## src/pkg/gfes_regs.svh

```systemverilog
// Register map, reset values and timing figures of the gate fault/enable sequencer.
// Assumes a 25 MHz APB clock; the design takes its numbers from here, the package and the bench do not.
`ifndef GFES_REGS_SVH
`define GFES_REGS_SVH

// ----------------------------------------------------------------------------
// Register indices and byte addresses
// ----------------------------------------------------------------------------
`define GFES_IDX_STATUS1    4'h0
`define GFES_IDX_STATUS2    4'h1
`define GFES_IDX_CTRL1      4'h2
`define GFES_IDX_CTRL2      4'h3
`define GFES_ADDR_SHIFT     2

// ----------------------------------------------------------------------------
// Field layout and reset values
// ----------------------------------------------------------------------------
`define GFES_DATA_W         11
`define GFES_CTRL1_RST      11'h000
`define GFES_CTRL2_RST      11'h000
`define GFES_ST2_ID_W       4

// ----------------------------------------------------------------------------
// Timing
// ----------------------------------------------------------------------------
`define GFES_CLK_MHZ        25
`define GFES_QUICK_US       10
`define GFES_FULL_US        20
`define GFES_OC_PULSE_US    64
`define GFES_QUICK_CYC      (`GFES_QUICK_US * `GFES_CLK_MHZ)
`define GFES_FULL_CYC       (`GFES_FULL_US * `GFES_CLK_MHZ)
`define GFES_OC_PULSE_CYC   (`GFES_OC_PULSE_US * `GFES_CLK_MHZ)

`endif

```

## src/pkg/gfes_pkg.sv

```systemverilog
// Types shared by the gate fault/enable sequencer and its bench.
// Assumes nothing beyond a SystemVerilog compiler.
package gfes_pkg;

  // --------------------------------------------------------------------------
  // Enable sequencing states
  // --------------------------------------------------------------------------
  typedef enum logic [3:0] {
    ST_IDLE  = 4'h1,
    ST_RUN   = 4'h2,
    ST_LOW   = 4'h4,
    ST_SLEEP = 4'h8
  } gfes_state_t;

  typedef enum logic [1:0] {
    OCP_CLIMIT  = 2'h0,
    OCP_LATCH   = 2'h1,
    OCP_REPORT  = 2'h2,
    OCP_DISABLE = 2'h3
  } gfes_ocp_t;

  typedef enum logic [1:0] {
    WSEL_BOTH   = 2'h0,
    WSEL_OT     = 2'h1,
    WSEL_OC     = 2'h2,
    WSEL_OC_ALT = 2'h3
  } gfes_wsel_t;

  // --------------------------------------------------------------------------
  // Control registers and monitor inputs
  // --------------------------------------------------------------------------
  typedef struct packed {
    logic [4:0] oc_adj;
    gfes_ocp_t  ocp_mode;
    logic       pwm_mode;
    logic       gate_reset;
    logic [1:0] gate_current;
  } gfes_ctrl1_t;

  typedef struct packed {
    logic [3:0] rsvd;
    logic       oc_toff;
    logic       dc_cal2;
    logic       dc_cal1;
    logic [1:0] gain;
    gfes_wsel_t warning_select_field;
  } gfes_ctrl2_t;

  typedef struct packed {
    logic power_supply_undervoltage;
    logic gate_supply_undervoltage;
    logic gate_supply_overvoltage;
    logic logic_supply_undervoltage;
    logic overtemp_warning;
    logic overtemp_driver_shutdown;
  } gfes_mon_t;

endpackage

```

## src/design/gfes_top.sv

```systemverilog
// Fault supervision and gate-enable sequencing for a three-phase gate driver.
// Assumes comparator and enable inputs already synchronous to pclk; fet vectors
// are ordered high A, low A, high B, low B, high C, low C from bit 5 down.
//
// Our own choices: the placing of the registers and the APB register port.
`timescale 1ns/10ps
`include "gfes_regs.svh"

module gfes_top #(
  parameter int              ADDR_W    = 8,
  parameter logic [3:0]      DEVICE_ID = 4'h5,  // Arbitrary value.
  parameter int              CNT_W     = 10,
  parameter int              TMR_W     = 11
) (
  input  wire logic                  pclk,               // APB clock, 25 MHz
  input  wire logic                  presetn,            // Async reset, active low
  input  wire logic                  psel,               // APB select
  input  wire logic                  penable,            // APB enable
  input  wire logic                  pwrite,             // APB direction
  input  wire logic [ADDR_W-1:0]     paddr,              // APB byte address
  input  wire logic [31:0]           pwdata,             // APB write data
  output logic      [31:0]           prdata,             // APB read data
  output logic                       pready,             // APB ready
  output logic                       pslverr,            // APB error
  input  wire logic                  gate_enable_in,     // Gate enable pin level
  input  wire gfes_pkg::gfes_mon_t   mon,                // Supply and temperature monitors
  input  wire logic [5:0]            oc_detect,          // Per-fet overcurrent comparators
  input  wire logic [5:0]            pwm_in,             // PWM inputs, fet order
  output logic      [5:0]            gate_out,           // Gate outputs, fet order
  output logic                       weak_pulldown,      // Weak pulldown on all gates
  output logic                       charge_pump_en,     // Charge pump enable
  output logic                       aux_blocks_en,      // Amplifiers and regulator enable
  output gfes_pkg::gfes_ctrl1_t      ctrl1_out,          // Gate drive settings
  output gfes_pkg::gfes_ctrl2_t      ctrl2_out,          // Amplifier settings
  input  wire logic                  fault_n_output_i,   // Fault pin level
  output logic                       fault_n_output_o,   // Fault pin drive value
  output logic                       fault_n_output_oe,  // Fault pin pulls low
  input  wire logic                  warning_n_output_i, // Warning pin level
  output logic                       warning_n_output_o, // Warning pin drive value
  output logic                       warning_n_output_oe // Warning pin pulls low
);
  import gfes_pkg::*;

  localparam logic [CNT_W-1:0] QUICK_CYC = CNT_W'(`GFES_QUICK_CYC);
  localparam logic [CNT_W-1:0] FULL_CYC  = CNT_W'(`GFES_FULL_CYC);
  localparam logic [TMR_W-1:0] OC_CYC    = TMR_W'(`GFES_OC_PULSE_CYC);

  function automatic logic [3:0] reg_index(input logic [ADDR_W-1:0] a);
    reg_index = a[`GFES_ADDR_SHIFT +: 4];
  endfunction

  // --------------------------------------------------------------------------
  // Enable sequencing
  // --------------------------------------------------------------------------
  gfes_state_t       state_r;
  gfes_state_t       state_nxt;
  logic [CNT_W-1:0]  low_cnt_r;
  logic              en_d_r;
  logic              rise_evt;
  logic              full_rst;
  logic              low_power;

  assign rise_evt  = gate_enable_in & ~en_d_r;
  assign low_power = (state_r == ST_IDLE) | (state_r == ST_SLEEP);
  // full reset after low beyond 20 us
  assign full_rst  = (state_r == ST_SLEEP) & ~gate_enable_in & (low_cnt_r == FULL_CYC);

  always_ff @(posedge pclk or negedge presetn) begin
    if (!presetn) begin
      en_d_r <= 1'b0;
    end else begin
      en_d_r <= gate_enable_in;
    end
  end

  always_ff @(posedge pclk or negedge presetn) begin
    if (!presetn) begin
      low_cnt_r <= '0;
    end else if (gate_enable_in) begin
      low_cnt_r <= '0;
    end else if (low_cnt_r != FULL_CYC) begin
      low_cnt_r <= low_cnt_r + CNT_W'(1);
    end
  end

  // A rise from the 10..20 us band is treated like a quick reset; the
  // controller must not produce that band, so nothing better is defined.
  always_comb begin
    state_nxt = state_r;
    case (state_r)
      ST_IDLE: begin
        // start only on an enable rise
        if (rise_evt) begin
          state_nxt = ST_RUN;
        end
      end
      ST_RUN: begin
        if (!gate_enable_in) begin
          state_nxt = ST_LOW;
        end
      end
      ST_LOW: begin
        // short low keeps other blocks alive
        if (gate_enable_in) begin
          state_nxt = ST_RUN;
        end else if (low_cnt_r == QUICK_CYC) begin
          state_nxt = ST_SLEEP;
        end
      end
      ST_SLEEP: begin
        if (gate_enable_in) begin
          state_nxt = ST_RUN;
        end else if (full_rst) begin
          state_nxt = ST_IDLE;
        end
      end
      default: begin
        state_nxt = ST_IDLE;
      end
    endcase
  end

  always_ff @(posedge pclk or negedge presetn) begin
    if (!presetn) begin
      state_r <= ST_IDLE;
    end else begin
      state_r <= state_nxt;
    end
  end

  // --------------------------------------------------------------------------
  // APB registers
  // --------------------------------------------------------------------------
  gfes_ctrl1_t ctrl1_r;
  gfes_ctrl2_t ctrl2_r;
  gfes_ctrl1_t wr_ctrl1;
  logic [3:0]  idx;
  logic        mapped;
  logic        refused;
  logic        access;
  logic        wr_ok;
  logic        spi_rst;
  logic        reg_dflt;
  logic [31:0] rd_nxt;
  logic [`GFES_DATA_W-1:0] status1;
  logic [`GFES_DATA_W-1:0] status2;

  assign idx      = reg_index(paddr);
  assign mapped   = (paddr[`GFES_ADDR_SHIFT-1:0] == '0) &
                    (paddr[ADDR_W-1:`GFES_ADDR_SHIFT] <= (ADDR_W-`GFES_ADDR_SHIFT)'(`GFES_IDX_CTRL2));
  // serial refused in power supply undervoltage or low power
  assign refused  = mon.power_supply_undervoltage | low_power;
  assign access   = psel & penable;
  assign pready   = access;
  assign pslverr  = access & (refused | ~mapped |
                    (pwrite & (idx != `GFES_IDX_CTRL1) & (idx != `GFES_IDX_CTRL2)));
  assign wr_ok    = access & pwrite & ~pslverr;
  // gate reset command pulse, never stored
  assign wr_ctrl1 = gfes_ctrl1_t'(pwdata[`GFES_DATA_W-1:0]);
  assign spi_rst  = wr_ctrl1.gate_reset & wr_ok & (idx == `GFES_IDX_CTRL1);
  // defaults on power undervoltage or full reset
  assign reg_dflt = mon.power_supply_undervoltage | full_rst;

  always_ff @(posedge pclk or negedge presetn) begin
    if (!presetn) begin
      ctrl1_r <= gfes_ctrl1_t'(`GFES_CTRL1_RST);
    end else if (reg_dflt) begin
      ctrl1_r <= gfes_ctrl1_t'(`GFES_CTRL1_RST);
    end else if (wr_ok && idx == `GFES_IDX_CTRL1) begin
      ctrl1_r            <= gfes_ctrl1_t'(pwdata[`GFES_DATA_W-1:0]);
      ctrl1_r.gate_reset <= 1'b0;
    end
  end

  // warning select resets to both sources
  always_ff @(posedge pclk or negedge presetn) begin
    if (!presetn) begin
      ctrl2_r <= gfes_ctrl2_t'(`GFES_CTRL2_RST);
    end else if (reg_dflt) begin
      ctrl2_r <= gfes_ctrl2_t'(`GFES_CTRL2_RST);
    end else if (wr_ok && idx == `GFES_IDX_CTRL2) begin
      ctrl2_r <= gfes_ctrl2_t'(pwdata[`GFES_DATA_W-1:0]);
    end
  end

  // Read data is captured in the setup cycle so it comes from a flip-flop.
  always_comb begin
    rd_nxt = '0;
    if (mapped && !refused) begin
      case (idx)
        `GFES_IDX_STATUS1: rd_nxt[`GFES_DATA_W-1:0] = status1;
        `GFES_IDX_STATUS2: rd_nxt[`GFES_DATA_W-1:0] = status2;
        `GFES_IDX_CTRL1:   rd_nxt[`GFES_DATA_W-1:0] = ctrl1_r;
        `GFES_IDX_CTRL2:   rd_nxt[`GFES_DATA_W-1:0] = ctrl2_r;
        default:           rd_nxt = '0;
      endcase
    end
  end

  always_ff @(posedge pclk or negedge presetn) begin
    if (!presetn) begin
      prdata <= '0;
    end else if (psel && !penable) begin
      prdata <= rd_nxt;
    end
  end

  assign ctrl1_out = ctrl1_r;
  assign ctrl2_out = ctrl2_r;

  // --------------------------------------------------------------------------
  // Fault latches
  // --------------------------------------------------------------------------
  logic       gov_r;
  logic       otsd_r;
  logic [2:0] oc_ph_r;
  logic [5:0] oc_st_r;
  logic [5:0] cl_blk_r;
  logic [TMR_W-1:0] oc_tmr_r;
  logic       luv_d_r;
  logic       gd_clr;
  logic       luv_recover;
  logic       oc_act;
  logic       drv_on;
  logic       any_fault;
  logic [5:0] pwm_v;

  assign gd_clr      = rise_evt | spi_rst | full_rst;
  assign luv_recover = luv_d_r & ~mon.logic_supply_undervoltage;
  assign oc_act      = (ctrl1_r.ocp_mode == OCP_CLIMIT) | (ctrl1_r.ocp_mode == OCP_REPORT);

  always_ff @(posedge pclk or negedge presetn) begin
    if (!presetn) begin
      luv_d_r <= 1'b0;
    end else begin
      luv_d_r <= mon.logic_supply_undervoltage;
    end
  end

  // overvoltage cleared only by full reset; set wins
  always_ff @(posedge pclk or negedge presetn) begin
    if (!presetn) begin
      gov_r <= 1'b0;
    end else if (mon.gate_supply_overvoltage) begin
      gov_r <= 1'b1;
    end else if (full_rst) begin
      gov_r <= 1'b0;
    end
  end

  // cleared only once temperature is below clear level
  always_ff @(posedge pclk or negedge presetn) begin
    if (!presetn) begin
      otsd_r <= 1'b0;
    end else if (mon.overtemp_driver_shutdown) begin
      otsd_r <= 1'b1;
    end else if (gd_clr) begin
      otsd_r <= 1'b0;
    end
  end

  // latch the phase of the offending fet
  always_ff @(posedge pclk or negedge presetn) begin
    if (!presetn) begin
      oc_ph_r <= '0;
    end else begin
      for (int p = 0; p < 3; p++) begin
        if (ctrl1_r.ocp_mode == OCP_LATCH && (oc_detect[2*p] || oc_detect[2*p+1])) begin
          oc_ph_r[p] <= 1'b1;
        end else if (gd_clr) begin
          oc_ph_r[p] <= 1'b0;
        end
      end
    end
  end

  // status bits: set wins over every clear
  always_ff @(posedge pclk or negedge presetn) begin
    if (!presetn) begin
      oc_st_r <= '0;
    end else if (ctrl1_r.ocp_mode != OCP_DISABLE) begin
      oc_st_r <= oc_detect | (oc_st_r & {6{~(gd_clr | luv_recover)}});
    end else begin
      oc_st_r <= oc_st_r & {6{~(gd_clr | luv_recover)}};
    end
  end

  // warning pulse and off-time timer restart on each event in current-limit or report mode
  always_ff @(posedge pclk or negedge presetn) begin
    if (!presetn) begin
      oc_tmr_r <= '0;
    end else if (oc_act && (|oc_detect)) begin
      oc_tmr_r <= OC_CYC;
    end else if (oc_tmr_r != '0) begin
      oc_tmr_r <= oc_tmr_r - TMR_W'(1);
    end
  end

  // block only the offending fet until its next PWM cycle, or until the off-time timer ends if oc_toff is set
  always_ff @(posedge pclk or negedge presetn) begin
    if (!presetn) begin
      cl_blk_r <= '0;
    end else begin
      for (int i = 0; i < 6; i++) begin
        if (ctrl1_r.ocp_mode == OCP_CLIMIT && oc_detect[i]) begin
          cl_blk_r[i] <= 1'b1;
        end else if (!pwm_v[i] || !drv_on || (ctrl2_r.oc_toff && oc_tmr_r == '0)) begin
          cl_blk_r[i] <= 1'b0;
        end
      end
    end
  end

  // --------------------------------------------------------------------------
  // Gate outputs
  // --------------------------------------------------------------------------
  logic [5:0] gate_nxt;

  // driver only in run without faults other than a latched overcurrent
  assign drv_on    = (state_r == ST_RUN) & gate_enable_in & ~mon.power_supply_undervoltage &
                     ~mon.gate_supply_undervoltage & ~mon.logic_supply_undervoltage &
                     ~gov_r & ~otsd_r;
  assign any_fault = mon.power_supply_undervoltage | mon.gate_supply_undervoltage |
                     mon.logic_supply_undervoltage | gov_r | otsd_r | (|oc_ph_r);

  always_comb begin
    pwm_v    = '0;
    gate_nxt = '0;
    for (int p = 0; p < 3; p++) begin
      pwm_v[2*p+1] = pwm_in[2*p+1];
      pwm_v[2*p]   = ctrl1_r.pwm_mode ? ~pwm_in[2*p+1] : pwm_in[2*p];
      gate_nxt[2*p+1] = drv_on & pwm_v[2*p+1] & ~pwm_v[2*p] & ~cl_blk_r[2*p+1] & ~oc_ph_r[p];
      gate_nxt[2*p]   = drv_on & pwm_v[2*p] & ~pwm_v[2*p+1] & ~cl_blk_r[2*p] & ~oc_ph_r[p];
    end
  end

  logic fault_act_r;
  logic warn_act_r;
  logic ot_warn;
  logic oc_warn;
  logic warn_nxt;

  assign ot_warn = mon.overtemp_warning | otsd_r;
  assign oc_warn = (oc_tmr_r != '0) | (|oc_ph_r);

  always_comb begin
    case (ctrl2_r.warning_select_field)
      WSEL_BOTH: warn_nxt = ot_warn | oc_warn;
      WSEL_OT:   warn_nxt = ot_warn;
      default:   warn_nxt = oc_warn;
    endcase
  end

  // aux blocks follow the sequencer; pump also stops on latched overvoltage or temperature shutdown
  always_ff @(posedge pclk or negedge presetn) begin
    if (!presetn) begin
      gate_out       <= '0;
      weak_pulldown  <= 1'b1;
      charge_pump_en <= 1'b0;
      aux_blocks_en  <= 1'b0;
      fault_act_r    <= 1'b1;
      warn_act_r     <= 1'b0;
    end else begin
      gate_out       <= gate_nxt;
      weak_pulldown  <= ~drv_on;
      charge_pump_en <= ~low_power & ~gov_r & ~otsd_r;
      aux_blocks_en  <= ~low_power;
      // released only when ready for PWM
      fault_act_r    <= any_fault | (state_r != ST_RUN);
      warn_act_r     <= warn_nxt;
    end
  end

  assign fault_n_output_o    = 1'b0;
  assign fault_n_output_oe   = fault_act_r;
  assign warning_n_output_o  = 1'b0;
  assign warning_n_output_oe = warn_act_r;

  // gate and power undervoltage live in status, not on warning pin
  assign status1 = {any_fault, mon.gate_supply_undervoltage, mon.power_supply_undervoltage,
                    otsd_r, mon.overtemp_warning, oc_st_r};
  assign status2 = {3'h0, gov_r, 3'h0, DEVICE_ID};
endmodule

```

## config.mk

```make
export PLATFORM = sky130hd
export DESIGN_NAME = gfes_top
export DESIGN_NICKNAME = d
export VERILOG_FILES = /design/src/pkg/gfes_pkg.sv /design/src/design/gfes_top.sv
export VERILOG_INCLUDE_DIRS = /design/src /design/src/pkg
export SDC_FILE = /design/constraint.sdc
export NUM_CORES = 1
export LEC_CHECK = 0
export BUFFER_PORTS_ARGS = -buffer_cell sky130_fd_sc_hd__buf_4
export CAP_MARGIN = 20
export CORE_UTILIZATION = 30
export DETAILED_ROUTE_END_ITERATION = 12
export PLACE_DENSITY = 0.48
export SLEW_MARGIN = 10
export SYNTH_ARGS = -nofsm -noshare
export SYNTH_HDL_FRONTEND = slang
export SYNTH_SLANG_ARGS = --single-unit
```

## constraint.sdc

```tcl
create_clock -name pclk -period 2.8 [get_ports pclk]
set_input_delay 0.14 -clock pclk [delete_from_list [all_inputs] [get_ports pclk]]
set_output_delay 0.14 -clock pclk [all_outputs]
set_load 0.03 [all_outputs]
```

==> run metrics <==
Post-Place Worst Slack 0.5158 ns; Post-Route WL between 10000 and 15000 um; clock buffer depth 2; Max-Slew Margin vs Limit 0.3219; grt total ovfl 0; fin util 0.3853; DR pass1 iterations 7; layout cell share with drive strength beyond 1 0.2695; Final setup viols 0; critical path data arrival time 2.49 ns; status finished clean; sequential cell area about 2200 um2; CORE AREA 14640 um2; Synth area leaders dfrtp_1 46%, buf_4 4.0%, a22o_1 3.9%; FF+latch count, synth a little under 90; Period minus WS final 2.276 ns; Mapped Area around 4500 um2; CP endpoint kind flop; port bufs just under 90; PwrDens 536.3 nW/um2; Layout Skew about 0.0052 ns; Worst VDD drop just under 300 uV; Synth area leader dfrtp_1; row cnt between 40 and 50; Post-Synthesis Cells around 450; crit share post-route 0.8130; total power roughly 3.0 mW; drt drc 0; first-pass GRT wire length approximately 20000 um; Total Negative Setup Slacks 0 ns; Worst Setup Start Kind flop; Die ar. ~16000 um2; initial antenna violation count 0; RSZ-0062 raised after global routing false; WP data required between 3 and 4 ns; Reg clk slew, reported paths 0.06 ns; nets@finish about 600; slew of the pin with the lowest slew margin between 1 and 1.5 ns; number of library cell types mapped by synthesis 64; Placer Congestion between 0.7 and 0.8; CTS-repair resized insts 0; async set-or-reset flop fraction in the synthesized netlist 1.000; Antenna Cells 0; H-tree Lvls 3; total CTS buffers 9; Skew-Pair Late Insertion Delay 0.34 ns; # hold bufs at CTS 3; Post-synth EDFFs 0; worst setup margin around 0.52 ns; Die Wd about 130 um; Top-Level Pins roughly 140; worst hold path type input pin to flop; via density per instance slightly above 5; Die Y between 100 and 150 um; via count approximately 3700; area of the multi-input gates ~2100 um2; Max Cap Viol 0; Ys Warns 0; final slew viol count 0; Synth top cells by count 84 x dfrtp_1, 29 x nand2_1, 27 x nor2_1; Starting Density 0.3102; CTS tree built; largest net degree at the start of global routing 52; area delta synth->final 24.18%; filler cell count around 1500; Final Hold Viols 0; CTS Sinks 87; post-CTS setup buffer count 0; vias in the first global route between 3000 and 4000; Leak around 2.6 nW; count leader, synth dfrtp_1; Critical Path Fanout Max 8; Iteration-0 DRC Markers about 270; GRT Util Overall 0.1652; Detail Route Antenna Nets 0; ys flop type dfrtp_1; sequential area share after synthesis 0.4800; clock root buffer clkbuf_16; top cell type's share of synthesized area 0.4627; wire per inst 17.25 um; FMAX between 400 and 500 MHz; dpl hpwl 9185 um; critical path class flop to flop; mean post-synth cell area roughly 10 um2
## metal layers
layer	share of wire	track usage	vias up
met3	0.040	0.03166	12
met5	0	0	-
met4	0.013	0.05524	0
li1	-	-	1755
met1	0.48	0.2345	1867
met2	0.46	0.2517	97
## area by class of cell
cell class                      instances  area share
Tap cell                              184     0.04081
Multi-Input combinational cell        321      0.3730
Sequential cell                        87      0.3866
Clock inverter                          3    0.007097
Timing Repair Buffer                   98      0.1340
Inverter                               16     0.01065
Clock buffer                           13     0.04790
## cell usage in the layout, fill, tap and decap left out, types with 15 or more instances in the layout
cell type,instances
nand2_1,29
o31ai_1,18
nand4_1,16
a22o_1,20
buf_4,93
inv_1,15
nand2b_1,17
conb_1,24
dfrtp_1,84
nor2_1,27
mux2_2,15
nor3_1,16
o21ai_0,16
a21oi_1,23
## worst max-delay path: stages, from the launching register on
cell and delay [ns]:
dfrtp_1 0.38, inv_1 0.10, ha_1 0.18, or3b_1 0.52, o41ai_4 0.57, nor3_1 0.09
or3_1 0.31
## path summary, 6_finish.rpt
| check | start | end | slack, ns | depth (start not counted) |
|---|---|---|---|---|
| setup / recovery | oc_tmr_r[0]$_DFFE_PN0P_ | oc_tmr_r[9]$_DFFE_PN0P_ | 0.52 | 6 |
| hold / removal | mon[0] | otsd_r$_DFFE_PN0P_ | 0.03 | 2 |
| setup reg to reg | oc_tmr_r[0]$_DFFE_PN0P_ | oc_tmr_r[9]$_DFFE_PN0P_ | 0.52 | 6 |
| hold reg to reg | oc_ph_r[1]$_DFFE_PN0P_ | gate_out[3]$_DFF_PN0_ | 0.50 | 1 |
| max in group asynchronous | presetn | state_r[0]$_DFFE_PN1P_ | 1.76 | 3 |
| min in group asynchronous | presetn | oc_tmr_r[3]$_DFFE_PN0P_ | 0.32 | 2 |
## sequential cells by signal, indices dropped and copies added (netlist names)
signal	flops
ctrl2_out	11
oc_tmr_r	11
prdata	11
ctrl1_out	10
low_cnt_r	10
cl_blk_r	6
gate_out	6
oc_st_r	6
state_r	4
oc_ph_r	3
aux_blocks_en	1
charge_pump_en	1
en_d_r	1
fault_n_output_oe	1
gov_r	1
luv_d_r	1
otsd_r	1
warning_n_output_oe	1
weak_pulldown	1
## where the power goes
| part | total [mW] | switching [mW] | internal, mW |
|---|---|---|---|
| clock | 1.25 | 0.484 | 0.762 |
| sequential | 1.36 | 0.0550 | 1.31 |
| combinational | 0.417 | 0.258 | 0.159 |
## cells by family (layout without fill, tap and decap cells)
kind of cell	count (synthesis)	in the layout	synth area share
and+or+nand+nor	156	156	0.1953
AOI/OAI and AO/OA	108	108	0.1691
DFF	87	87	0.4800
buffers and inverters	63	130	0.07573
muxes	18	18	0.04654
xor gates and xnor gates	10	10	0.01928
adders and majority gates	5	5	0.01322
other	1	24	0.0008254
## through the flow
stage | instance area, um2 | hold WS, ns | instances
3_5_place_dp | 5294 | 0.1574 | 702
6_report | 5642 | 0.02635 | 722
3_3_place_gp | 5294 | 0.1476 | 702
2_1_floorplan | 4629 | -0.1556 | 471
4_1_cts | 5634 | 0.01456 | 721
5_1_grt | 5642 | 0.01761 | 722
Note: power is estimated with default switching activity, not from simulation.
